## src/inc/encoder_spi_consts.svh

```systemverilog
// frame layout, check code and timing constants of the encoder spi position port
`ifndef ENCODER_SPI_CONSTS_SVH
`define ENCODER_SPI_CONSTS_SVH

// frame geometry
`define FRAME_BITS     48
`define FRAME_CNT_W    6
`define PAD_MSB        47
`define PAD_LSB        33
`define ZERO_REF_BIT   32
`define VALID_BIT      31
`define SYNC_BIT       30
`define ANGLE_MSB      29
`define ANGLE_LSB      8
`define ANGLE_W        22
`define REPEAT_BIT     7
`define CRC_MSB        6
`define CRC_LSB        0

// resolution of the angle source; msbs above it are sent as zero
`define RESOLUTION     22

// check code
`define CRC_W          7
`define CRC_POLY       7'h5b
`define CRC_INIT       7'h00
`define CRC_WORD_W     32
`define CRC_COVER_MSB  32
`define CRC_COVER_LSB  7
`define CRC_COVER_W    26

// timing, clk_sys period and documented times in ns
`define CLK_PERIOD_NS  100
`define IDLE_MAX_NS    10000
`define IDLE_CYCLES    ((`IDLE_MAX_NS + `CLK_PERIOD_NS - 1) / `CLK_PERIOD_NS)
`define IDLE_CNT_W     7
`define MTO_NS         135000
`define MTO_CYCLES     ((`MTO_NS + `CLK_PERIOD_NS - 1) / `CLK_PERIOD_NS)
`define MTO_CNT_W      11

// reset values of the held sample
`define RST_ANGLE      22'h000000
`define RST_ZERO_REF   1'h1
`define RST_VALID      1'h0
`define RST_SYNC       1'h0
`define RST_REPEAT     1'h1

`endif

```

## src/inc/encoder_spi_pkg.sv

```systemverilog
// types shared by the encoder spi position port
package encoder_spi_pkg;

  // serial frame engine
  typedef enum logic [0:0] {
    FRAME_IDLE  = 1'b0,
    FRAME_SHIFT = 1'b1
  } frame_state_t;

  // measurement scheduler
  typedef enum logic [0:0] {
    SCHED_IDLE    = 1'b0,
    SCHED_PENDING = 1'b1
  } sched_state_t;

endpackage : encoder_spi_pkg

```

## src/hw/measure_scheduler.sv

```systemverilog
// trigger scheduler for position measurements: frame start or timeout
`timescale 1ns/10ps
`include "encoder_spi_consts.svh"

module measure_scheduler (
  // clock and reset
  input  wire logic clk_sys,
  input  wire logic rst_n,
  // events from the frame engine and the measurement core
  input  wire logic frame_start,
  input  wire logic meas_done,
  // trigger towards the measurement core
  output logic      meas_start,
  output logic      meas_pending,
  output logic      trig_by_frame
);
  import encoder_spi_pkg::*;

  sched_state_t                 state;
  sched_state_t                 next_state;
  logic [`MTO_CNT_W-1:0]        mto_cnt;
  logic [`MTO_CNT_W-1:0]        next_mto_cnt;
  logic                         next_meas_start;
  logic                         next_trig_by_frame;
  logic                         timeout;
  logic                         frame_trig;

  // timeout counts from the last trigger, frame start only if nothing pending
  assign timeout    = (mto_cnt == `MTO_CNT_W'(`MTO_CYCLES - 1));
  assign frame_trig = frame_start && (state == SCHED_IDLE);

  // next trigger state; an overdue core is retriggered rather than waited on forever
  always_comb begin
    next_state         = state;
    next_mto_cnt       = mto_cnt;
    next_meas_start    = 1'b0;
    next_trig_by_frame = trig_by_frame;
    if (timeout) begin
      next_state         = SCHED_PENDING;
      next_mto_cnt       = '0;
      next_meas_start    = 1'b1;
      next_trig_by_frame = 1'b0;
    end else if (frame_trig) begin
      next_state         = SCHED_PENDING;
      next_mto_cnt       = '0;
      next_meas_start    = 1'b1;
      next_trig_by_frame = 1'b1;
    end else begin
      next_mto_cnt = mto_cnt + `MTO_CNT_W'(1);
      if (meas_done) begin
        next_state = SCHED_IDLE;
      end
    end
  end

  // registers
  always_ff @(posedge clk_sys or negedge rst_n) begin
    if (!rst_n) begin
      state         <= SCHED_IDLE;
      mto_cnt       <= '0;
      meas_start    <= 1'b0;
      trig_by_frame <= 1'b0;
    end else begin
      state         <= next_state;
      mto_cnt       <= next_mto_cnt;
      meas_start    <= next_meas_start;
      trig_by_frame <= next_trig_by_frame;
    end
  end

  assign meas_pending = (state == SCHED_PENDING);

endmodule : measure_scheduler

```

## src/hw/encoder_spi_position_frame.sv

```systemverilog
// spi slave that sends the 48-bit single-turn position frame
`timescale 1ns/10ps
`include "encoder_spi_consts.svh"

// Summary of operation
// - clock idles high; master samples on falling edge, data changes on rising edge.
// - every bit is paced only by the master's serial clock.
// - one frame is six bytes, 48 bits of position, flags and check code.
// - frame bits 47 down to 33 are always zero.
// - bit 32 is one while the zero reference is the factory value.
// - bit 31 is one when the sent position is valid.
// - bit 30 is one when a frame, not the timeout, started the measurement.
// - bits 29 to 8 hold the angle, unused msbs zero.
// - bit 7 is one when this sample was already sent before.
// - bits 6 to 0 are crc7, poly 0x5b, init zero, msb first, no xor.
// - check code covers bits 32..7 in a 32-bit word, top six zero.
// - timeout after the last trigger starts a measurement; frames trigger only if idle.
// - each frame reports the latest completed measurement and its flags.
// - clock idle for the maximum period resets the frame; next fall starts anew.
module encoder_spi_position_frame (
  // system clock and reset
  input  wire logic                clk_sys,
  input  wire logic                resetn,
  // serial link
  input  wire logic                sclk,
  output logic                     sdo,
  // measurement core
  output logic                     meas_start,
  input  wire logic                meas_done,
  input  wire logic [`ANGLE_W-1:0] meas_angle,
  input  wire logic                meas_valid,
  input  wire logic                zero_ref_factory,
  // status
  output logic                     frame_active,
  output logic                     meas_pending
);
  import encoder_spi_pkg::*;

  // crc7 over a word, msb first, no final inversion
  // the register starts at zero and each data bit is folded in from the top;
  // a loop is cheap here because the word width is fixed and it unrolls
  function automatic logic [`CRC_W-1:0] crc7(input logic [`CRC_WORD_W-1:0] word);
    logic [`CRC_W-1:0] c;
    logic              fb;
    integer            i;
    c = `CRC_INIT;
    for (i = `CRC_WORD_W - 1; i >= 0; i--) begin
      fb = c[`CRC_W-1] ^ word[i];
      c  = {c[`CRC_W-2:0], 1'b0};
      if (fb) begin
        c = c ^ `CRC_POLY;
      end
    end
    return c;
  endfunction : crc7

  // clear angle bits at and above the device resolution
  function automatic logic [`ANGLE_W-1:0] angle_mask(input logic [`ANGLE_W-1:0] a);
    logic [`ANGLE_W-1:0] m;
    integer              i;
    m = '0;
    for (i = 0; i < `ANGLE_W; i++) begin
      m[i] = (i < `RESOLUTION) ? a[i] : 1'b0;
    end
    return m;
  endfunction : angle_mask

  // ------------------------------------------------------------------
  // reset release: asserts at once, releases two edges later
  // the internal copy rst_n feeds every other flop, so a release that lands
  // near a clock edge cannot split the state machines across two cycles
  logic rst_meta;
  logic rst_n;

  always_ff @(posedge clk_sys or negedge resetn) begin
    if (!resetn) begin
      rst_meta <= 1'b0;
      rst_n    <= 1'b0;
    end else begin
      rst_meta <= 1'b1;
      rst_n    <= rst_meta;
    end
  end

  // ------------------------------------------------------------------
  // serial clock synchroniser and edge finder
  // limitation: at 10 MHz sampling the usable link clock is well below 5 MHz
  // sclk comes straight from a pin, so it passes two flops before any logic;
  // the third stage only remembers the last synchronised level for edge finding
  // each detected edge arrives one to two clk_sys cycles after the pin moves
  logic sclk_meta;
  logic sclk_sync;
  logic sclk_prev;
  logic sclk_fall;
  logic sclk_rise;

  always_ff @(posedge clk_sys or negedge rst_n) begin
    if (!rst_n) begin
      sclk_meta <= 1'b1;
      sclk_sync <= 1'b1;
      sclk_prev <= 1'b1;
    end else begin
      sclk_meta <= sclk;
      sclk_sync <= sclk_meta;
      sclk_prev <= sclk_sync;
    end
  end

  // only the second and third stages are compared
  assign sclk_fall = sclk_prev & ~sclk_sync;
  assign sclk_rise = ~sclk_prev & sclk_sync;

  // ------------------------------------------------------------------
  // idle watchdog: counts high clock time, saturates at the limit
  // any low level or a fresh rise clears it, so only a long high stretch counts;
  // once saturated the flag stays up until the master pulls the clock low again
  // the limit sits just above the longest legal pause between bytes
  logic [`IDLE_CNT_W-1:0] idle_cnt;
  logic [`IDLE_CNT_W-1:0] next_idle_cnt;
  logic                   idle_expired;

  assign idle_expired = (idle_cnt == `IDLE_CNT_W'(`IDLE_CYCLES));

  always_comb begin
    next_idle_cnt = idle_cnt;
    if (!sclk_sync || sclk_rise) begin
      next_idle_cnt = '0;
    end else if (!idle_expired) begin
      next_idle_cnt = idle_cnt + `IDLE_CNT_W'(1);
    end
  end

  always_ff @(posedge clk_sys or negedge rst_n) begin
    if (!rst_n) begin
      idle_cnt <= '0;
    end else begin
      idle_cnt <= next_idle_cnt;
    end
  end

  // ------------------------------------------------------------------
  // measurement scheduler
  // the scheduler owns the trigger and the timeout; the core only reports
  // completion, and trig_by_frame tells which source started the measurement
  logic frame_start;
  logic trig_by_frame;

  measure_scheduler u_sched (
    .clk_sys       (clk_sys),
    .rst_n         (rst_n),
    .frame_start   (frame_start),
    .meas_done     (meas_done),
    .meas_start    (meas_start),
    .meas_pending  (meas_pending),
    .trig_by_frame (trig_by_frame)
  );

  // ------------------------------------------------------------------
  // held sample: latest completed measurement with its flags
  logic [`ANGLE_W-1:0] samp_angle;
  logic                samp_valid;
  logic                samp_sync;
  logic                samp_zero_ref;
  logic                samp_repeat;
  logic [`ANGLE_W-1:0] next_samp_angle;
  logic                next_samp_valid;
  logic                next_samp_sync;
  logic                next_samp_zero_ref;
  logic                next_samp_repeat;

  // the sample is what the next frame will send, so it only changes on a
  // completed measurement; the repeat flag is the only bit a frame start touches
  // hazard: sending the live zero reference instead would let bit 32 disagree
  // with the angle that goes out beside it
  // a sample completing as a frame starts stays fresh for the next frame
  always_comb begin
    next_samp_angle    = samp_angle;
    next_samp_valid    = samp_valid;
    next_samp_sync     = samp_sync;
    next_samp_zero_ref = samp_zero_ref;
    next_samp_repeat   = samp_repeat;
    if (meas_done) begin
      next_samp_angle    = meas_angle;
      next_samp_valid    = meas_valid;
      next_samp_sync     = trig_by_frame;
      next_samp_zero_ref = zero_ref_factory;
      next_samp_repeat   = 1'b0;
    end else if (frame_start) begin
      next_samp_repeat   = 1'b1;
    end
  end

  always_ff @(posedge clk_sys or negedge rst_n) begin
    if (!rst_n) begin
      samp_angle    <= `RST_ANGLE;
      samp_valid    <= `RST_VALID;
      samp_sync     <= `RST_SYNC;
      samp_zero_ref <= `RST_ZERO_REF;
      samp_repeat   <= `RST_REPEAT;
    end else begin
      samp_angle    <= next_samp_angle;
      samp_valid    <= next_samp_valid;
      samp_sync     <= next_samp_sync;
      samp_zero_ref <= next_samp_zero_ref;
      samp_repeat   <= next_samp_repeat;
    end
  end

  // ------------------------------------------------------------------
  // frame word assembled from the held sample
  // bit map of the word, top to bottom:
  //   47..33  zero padding
  //   32      zero_ref_factory_flag
  //   31      position_valid_flag
  //   30      frame_synced_flag
  //   29..8   angle_field
  //   7       repeat_sample_flag
  //   6..0    check code over bits 32..7
  // crc_word keeps its six top bits at zero
  logic [`FRAME_BITS-1:0]  frame_word;
  logic [`CRC_WORD_W-1:0]  crc_word;

  always_comb begin
    frame_word                           = '0;
    frame_word[`ZERO_REF_BIT]            = samp_zero_ref;
    frame_word[`VALID_BIT]               = samp_valid;
    frame_word[`SYNC_BIT]                = samp_sync;
    frame_word[`ANGLE_MSB:`ANGLE_LSB]    = angle_mask(samp_angle);
    frame_word[`REPEAT_BIT]              = samp_repeat;
    crc_word                             = '0;
    crc_word[`CRC_COVER_W-1:0]           = frame_word[`CRC_COVER_MSB:`CRC_COVER_LSB];
    frame_word[`CRC_MSB:`CRC_LSB]        = crc7(crc_word);
  end

  // ------------------------------------------------------------------
  // frame engine
  // no select line exists, so bit 47 (always zero) rests on the line before the
  // first fall; the frame is captured on that fall and later bits move on rises
  // bit_cnt counts captured falls; the 48th fall closes the frame and clears
  // the shifter so the line rests at zero between frames
  // trade-off: ending on the fall rather than the next rise lets frames run
  // back to back without a gap
  // an abort mid-frame drops the partial word; the master sees a bad check code
  frame_state_t            state;
  frame_state_t            next_state;
  logic [`FRAME_CNT_W-1:0] bit_cnt;
  logic [`FRAME_CNT_W-1:0] next_bit_cnt;
  logic [`FRAME_BITS-1:0]  shreg;
  logic [`FRAME_BITS-1:0]  next_shreg;

  always_comb begin
    next_state   = state;
    next_bit_cnt = bit_cnt;
    next_shreg   = shreg;
    frame_start  = 1'b0;
    unique case (state)
      FRAME_IDLE: begin
        if (sclk_fall) begin
          frame_start  = 1'b1;
          next_state   = FRAME_SHIFT;
          next_bit_cnt = `FRAME_CNT_W'(1);
          next_shreg   = frame_word;
        end
      end
      FRAME_SHIFT: begin
        if (idle_expired) begin
          next_state   = FRAME_IDLE;
          next_bit_cnt = '0;
          next_shreg   = '0;
        end else if (sclk_fall) begin
          if (bit_cnt == `FRAME_CNT_W'(`FRAME_BITS - 1)) begin
            next_state   = FRAME_IDLE;
            next_bit_cnt = '0;
            next_shreg   = '0;
          end else begin
            next_bit_cnt = bit_cnt + `FRAME_CNT_W'(1);
          end
        end else if (sclk_rise) begin
          next_shreg = {shreg[`FRAME_BITS-2:0], 1'b0};
        end
      end
    endcase
  end

  always_ff @(posedge clk_sys or negedge rst_n) begin
    if (!rst_n) begin
      state   <= FRAME_IDLE;
      bit_cnt <= '0;
      shreg   <= '0;
    end else begin
      state   <= next_state;
      bit_cnt <= next_bit_cnt;
      shreg   <= next_shreg;
    end
  end

  // serial data straight from the top flop of the shifter
  // frame_active follows the state register, so it is free of glitches
  assign sdo          = shreg[`FRAME_BITS-1];
  assign frame_active = (state == FRAME_SHIFT);

endmodule : encoder_spi_position_frame

```

## config.mk

```make
export PLATFORM = sky130hd
export DESIGN_NAME = encoder_spi_position_frame
export DESIGN_NICKNAME = d
export VERILOG_FILES = /design/src/inc/encoder_spi_pkg.sv /design/src/hw/measure_scheduler.sv /design/src/hw/encoder_spi_position_frame.sv
export VERILOG_INCLUDE_DIRS = /design/src /design/src/inc
export SDC_FILE = /design/constraint.sdc
export NUM_CORES = 1
export LEC_CHECK = 0
export BUFFER_PORTS_ARGS = -buffer_cell sky130_fd_sc_hd__buf_2
export CAP_MARGIN = 5
export CORE_MARGIN = 10
export CORE_UTILIZATION = 56
export CTS_BUF_LIST = sky130_fd_sc_hd__clkbuf_4 sky130_fd_sc_hd__clkbuf_8
export CTS_CLUSTER_SIZE = 40
export DETAILED_ROUTE_END_ITERATION = 12
export PLACE_DENSITY_LB_ADDON = 0.1
export SYNTH_ARGS = -nofsm -noshare
export SYNTH_HDL_FRONTEND = slang
export SYNTH_SLANG_ARGS = --single-unit
```

## constraint.sdc

```tcl
create_clock -name clk_sys -period 3.85 [get_ports clk_sys]
set_clock_uncertainty 0.1 [all_clocks]
set_input_delay 0.5775 -clock clk_sys [delete_from_list [all_inputs] [get_ports clk_sys]]
set_output_delay 0.5775 -clock clk_sys [all_outputs]
set_load 0.01 [all_outputs]
```

# Word level (Yosys, flattened, before mapping)
# Index checks and enable logic that the tools add are counted.
totals:
  ff_bits: 107
  input_bits: 28
  output_inout_bits: 4
classes:
  n_addsub: 3
  eq_ne: 8
  muxes: 56
  bitwise_logic: 56
  n_reduce_logical: 8
op_table:
  columns: ["operator", "n"]
  rows:
  - ["$mux W48", 5]
  - ["$mux W7", 28]
  - ["$not A5 Y5", 25]
  - ["$pmux W48 S2", 1]
  - ["$xor A1 B1 Y1", 25]
  - ["$mux W6", 4]
  - ["$mux W11", 2]
  - ["$mux W1", 14]
  - ["$pmux W6 S2", 1]
  - ["$add A11 B1 Y11 const B", 1]
  - ["$eq A11 B11 Y1 const B", 1]
  - ["$add A7 B1 Y7 const B", 1]
  - ["$eq A7 B7 Y1 const B", 1]
  - ["$add A6 B1 Y6 const B", 1]
  - ["$eq A6 B6 Y1 const B", 1]
  - ["$ne A4 B3 Y1 const B", 1]
  - ["$ne A4 B4 Y1 const B", 1]
  - ["$not A1 Y1", 4]
  - ["$reduce_bool A2 Y1", 2]
  - ["$ne A3 B3 Y1 const B", 1]
  - ["$reduce_and A3 Y1", 1]
  - ["$reduce_bool A3 Y1", 1]
  - ["$and A1 B1 Y1", 2]
  - ["$ne A2 B1 Y1 const B", 1]
  - ["6 further kinds", 6]

# Longest topological paths before layout
depth:
  depth_word: 53
  depth_mapped: 8

# Hierarchy
# From an unflattened synthesis, not the netlist that was laid out.
unflattened:
  cells_unflattened: 380
  area_unflattened_um2: 4849.7
by_module_without_submodules:
  columns: ["module", "instances", "cells_each", "area_per_inst_um2", "seq_area_each_um2"]
  rows:
  - ["encoder_spi_position_frame", 1, 317, 4180.3, 2333.5]
  - ["measure_scheduler", 1, 63, 669.4, 350.3]

# Worst setup path before layout
# Ideal clock, no wire load.
synth_path:
  kind: "register -> register"
  startpoint: "reg idle_cnt[0]"
  endpoint: "reg shreg[1]"
  setup_time_ps: 126
  arrival_time_ps: 1623
  slack_ps: 2001
  stages_incl_launch_ff: 8
  path_buffers: 1
  synth_period_minus_slack_ps: 1849
  cell_sequence: "dfrtp_1 inv_1 ha_1 nand4b_2 nor3_4 and2b_4 buf_6 a221o_1"
synth_between:
  elab_chain_cells: 3
  word_cells_on_any_way: 6
  classes_between: "eq/ne (3); mux (2); reduce/logical (1)"
synth_rtl:
  columns: ["element", "line_no", "source"]
  rows:
  - ["from (decl)", "encoder_spi_position_frame.sv:118", "logic [`IDLE_CNT_W-1:0] idle_cnt;"]
  - ["from (signal assigned)", "encoder_spi_position_frame.sv:137", "idle_cnt <= next_idle_cnt;"]
  - ["$eq A7 B7 Y1 *", "encoder_spi_position_frame.sv:122", "assign idle_expired = (idle_cnt == `IDLE_CNT_W'(`IDLE_CYCLES));"]
  - ["$ne A4 B3 Y1 (no line) (tied with other cells)", null, null]
  - ["$reduce_and A3 Y1 (no line) or $pmux W48 S2 (tied branches)", null, null]
  - ["to (signal assigned)", "encoder_spi_position_frame.sv:293", "shreg <= next_shreg;"]
  - ["to (decl)", "encoder_spi_position_frame.sv:248", "logic [`FRAME_BITS-1:0] shreg;"]
# Mark *: on every way between the ends. The rest lies on a longest branch, timed or not.
# A chain may end at the register's enable or synchronous reset.

# Worst setup path after layout
layout_path:
  startpoint: "reg state, in the netlist frame_active"
  endpoint: "reg shreg[3]"
layout_between:
  elab_chain_cells: 3
  word_cells_on_any_way: 6
  classes_between: "eq/ne (3); mux (1); bitwise (1); reduce/logical (1)"
layout_rtl:
  columns: ["element", "line_no", "source"]
  rows:
  - ["from (decl)", "encoder_spi_position_frame.sv:244", "frame_state_t state;"]
  - ["from (signal assigned)", "encoder_spi_position_frame.sv:291", "state <= next_state;"]
  - ["$not A1 Y1", null, null]
  - ["$ne A2 B2 Y1 (no line)", null, null]
  - ["$reduce_and A3 Y1 (no line)", null, null]
# Parallel ways exist; a longest one is shown, timed or not.

==> flow_summary.yaml <==
run_status:
  outcome: "finished, final reports clean"
die:
  dieArea_um2: 12600
  core_area_um2: 8260
  num_rows: 33
  start_util_pct: 57.8
  die_y_um: 112
  die_w_um: 112
  io_pins: 32
power_and_ir_drop:
  power_uw: 3050
  power.density_nw_per_um2: 588
  ir_drop_uv: 333
  p_leak_uw: 0.00254
sta:
  final-setup-viol-count: 0
  relSlewSlack_pct: 44.1
  max_freq_ghz: 0.461
  hold_viol: 0
  hold_slack_ns: 0.197
  rsz0062_at_grt: "false"
  slew_violations: 0
  period_share_pct: 56.4
  worstMarginPinSlew_ns: 0.834
  fin_tns_setup_ns: 0
  fin_crit_ns: 2.17
routing:
  drt_iter0_drc: 154
  drc: 0
  post_drt_wl_per_cell_um: 17.5
  viasPerCell: 5.83
  detailroute.via_count: 3010
  drt_pre_antenna_iters: 5
  postRouteAntennaNets: 0
  drt-total-wl_um: 9050
synth:
  synth_top_area_share_pct: 53.4
  synth_edf_count: 0
  synth_compound_area_share_pct: 17.1
  synth-xor-area-share_pct: 7.44
  synth.net_count: 413
  synthTopCellsByArea: "dfrtp_1 53%, a22o_1 7.7%, mux2_2 6.1%, a21o_1 4.2%, dfstp_2 2.8%"
  syn_avg_cell_area_um2: 12.6
  synth_simple_gate_area_share_pct: 9.06
  synth_top_family_by_area: "compound AO/OA/AOI/OAI gates"
  synth-seq-area-share_pct: 56.2
  ys_async_sr_fraction_pct: 100
  yosysWarningCount: 0
  synth.distinct_cells: 55
  synth_top_area_cell: "dfrtp_1"
  ys_ff_latch: 107
  synth_flop_cell: "dfrtp_1"
  synthCells: 380
  synthMuxAreaShare_pct: 6.13
  synthAdderAreaFrac_pct: 1.31
  netlist_area_um2: 4780
worst_setup_path:
  critPathMaxFanout: 48
  worst-path-stages: 5
  crit_slowest_cell: "dfrtp_1"
  critPathBufInv: 1
  r2r-start: "frame_active"
  rrSetupSlack_ns: 1.68
  critPathKind: "flop to flop"
  cp.arrival_ns: 2.38
  crit_required_ns: 4.06
  critPathLaunchType: "flop"
  slowest_delay_ns: 0.60
  rr_worst_depth: 5
  endpoint_kind: "flop"
  r2r-end: "shreg[3]"
  path_cells: "nor3b_2 > buf_4 > a311oi_2 > and2b_4 > a221o_1"
  cp_top_family: "simple AND/OR/NAND/NOR gates"
clock_network:
  htreeDepth: 3
  cts_root_buf: "clkbuf_8"
  clockBufferDepth: 2
  cts_buffers: 9
  insertion_delay_ns: 0.37
  clock-sinks: 107
  clkTransAtPathRegs_ns: 0.10
  cts_tree: "built"
placement:
  gp_congestion: 0.811
  placed_cell_area_um2: 4990
  port_buffers: 31
  dp_hpwl_um: 6020
  dp_cells: 499
worst_hold_path:
  min-delay-start: "sclk"
  hold_end: "sclk_meta"
  whs_path_depth: 1
  worstHoldPathType: "primary input to flop"
finish:
  nFillCells: 690
  final_cell_mix: "101 x dfrtp_1, 42 x a22o_1, 31 x buf_2"
  antenna_cells: 0
  postLayoutCellArea_um2: 5180
  fin_nets: 439
  drive_above_1_share_pct: 22.6
  syn2layout_area_growth_pct: 8.49
  finalNonFillerCells: 516
  final_common_cell: "dfrtp_1"
run:
  drv_cap: 0
grt:
  grt_start_max_net_pins: 64
  grt_overflow: 0
  grt_pass1_wl_um: 15300
  grt_pass1_vias: 2962
  gr-usage-all-layers_pct: 14.7
  antenna_found_initial: 0
how the worst max path moves through the flow:
stage | start | end | slack, ns
6_report | frame_active | shreg[3] | 1.68
5_1_grt | frame_active | shreg[46] | 1.54
4_1_cts | frame_active | shreg[6] | 1.68
3_5_place_dp | bit_cnt[0] | shreg[37] | 1.69
3_3_place_gp | frame_active | shreg[6] | 1.71
2_1_floorplan | rst_n | bit_cnt[0] | 0.56
per-layer routing:
metal | track usage, % | part of all wire (%) | vias to the layer above
met1 | 19.8 | 47 | 1524
met2 | 22.9 | 48 | 40
met5 | 0 | 0 | -
li1 | - | - | 1436
met3 | 4.05 | 3.2 | 10
met4 | 3.55 | 1.0 | 0
cell usage after synthesis, types with 2 or more instances:
library cell and number:
a211oi_1 3, a21o_1 27, a21oi_1 10, a221o_1 5
a22o_1 42, a31oi_1 2, and2_1 3, and4_1 2
buf_1 2, buf_2 6, buf_6 3, clkbuf_1 9
dfrtp_1 102, dfstp_2 5, ha_1 5, inv_1 4
mux2_2 26, nand2_1 18, nand2b_1 2, nand3_1 9
nand4_1 4, nor2_1 24, nor3_1 4, o211ai_1 2
o21a_1 2, o21ai_0 3, o21ai_1 2, or3_1 2
xnor2_1 14, xnor3_1 4, xnor3_2 2, xor2_1 9
worst reg2reg max path: stages, from the launching register on:
cell,delay (ns)
dfrtp_1,0.60
nor3b_2,0.08
buf_4,0.25
a311oi_2,0.25
and2b_4,0.57
a221o_1,0.26
state kept, by name, indices dropped and copies added (netlist names):
register,cells
u_sched.trig_by_frame,1
rst_meta,1
idle_cnt,7
samp_valid,1
u_sched.meas_start,1
samp_sync,1
samp_angle,22
frame_active,1
bit_cnt,6
u_sched.meas_pending,1
sclk_meta,1
samp_zero_ref,1
u_sched.mto_cnt,11
sclk_sync,1
sclk_prev,1
rst_n,1
samp_repeat,1
shreg,48
cell families (layout without fill, tap and decap cells):
group	Yosys count	after routing
other cells	1	1
simple gates	81	81
buf+inv	26	57
flops	107	107
mux	26	26
fa+ha+maj	5	5
compound gates	104	104
xor+xnor	30	30
metrics by stage:
stage               worst slack [ns]  util (%)
floorplan                      0.557         -
global placement                1.71      60.4
detailed placement              1.69      60.4
CTS                             1.68      62.8
global route                    1.54      62.8
finish                          1.68      62.8
repair_timing:
| item | in CTS | in global routing |
|---|---|---|
| hold buffers | 1 | 0 |
| endpoints found under the hold margin | 2 | 0 |
| setup buffers | 0 | 0 |
| resized for setup | 0 | 0 |
final cells by class:
| type | instances | area, um2 | share of cell area, % |
|---|---|---|---|
| inverter | 5 | 18.8 | 0.362 |
| clock inverter | 4 | 36.3 | 0.700 |
| multi-input combinational | 247 | 1970 | 38.0 |
| tap | 105 | 131 | 2.54 |
| timing repair buffer | 36 | 195 | 3.77 |
| sequential | 107 | 2690 | 51.9 |
| clock buffer | 12 | 146 | 2.82 |
report_power, final:
part | leakage (uW) | internal, uW | switching, uW
logic | 0.00110 | 405 | 310
registers | 0.00134 | 1420 | 266
clock network | 0.0000929 | 265 | 380
total | 0.00254 | 2090 | 956
(Power assumes the default switching activity.)
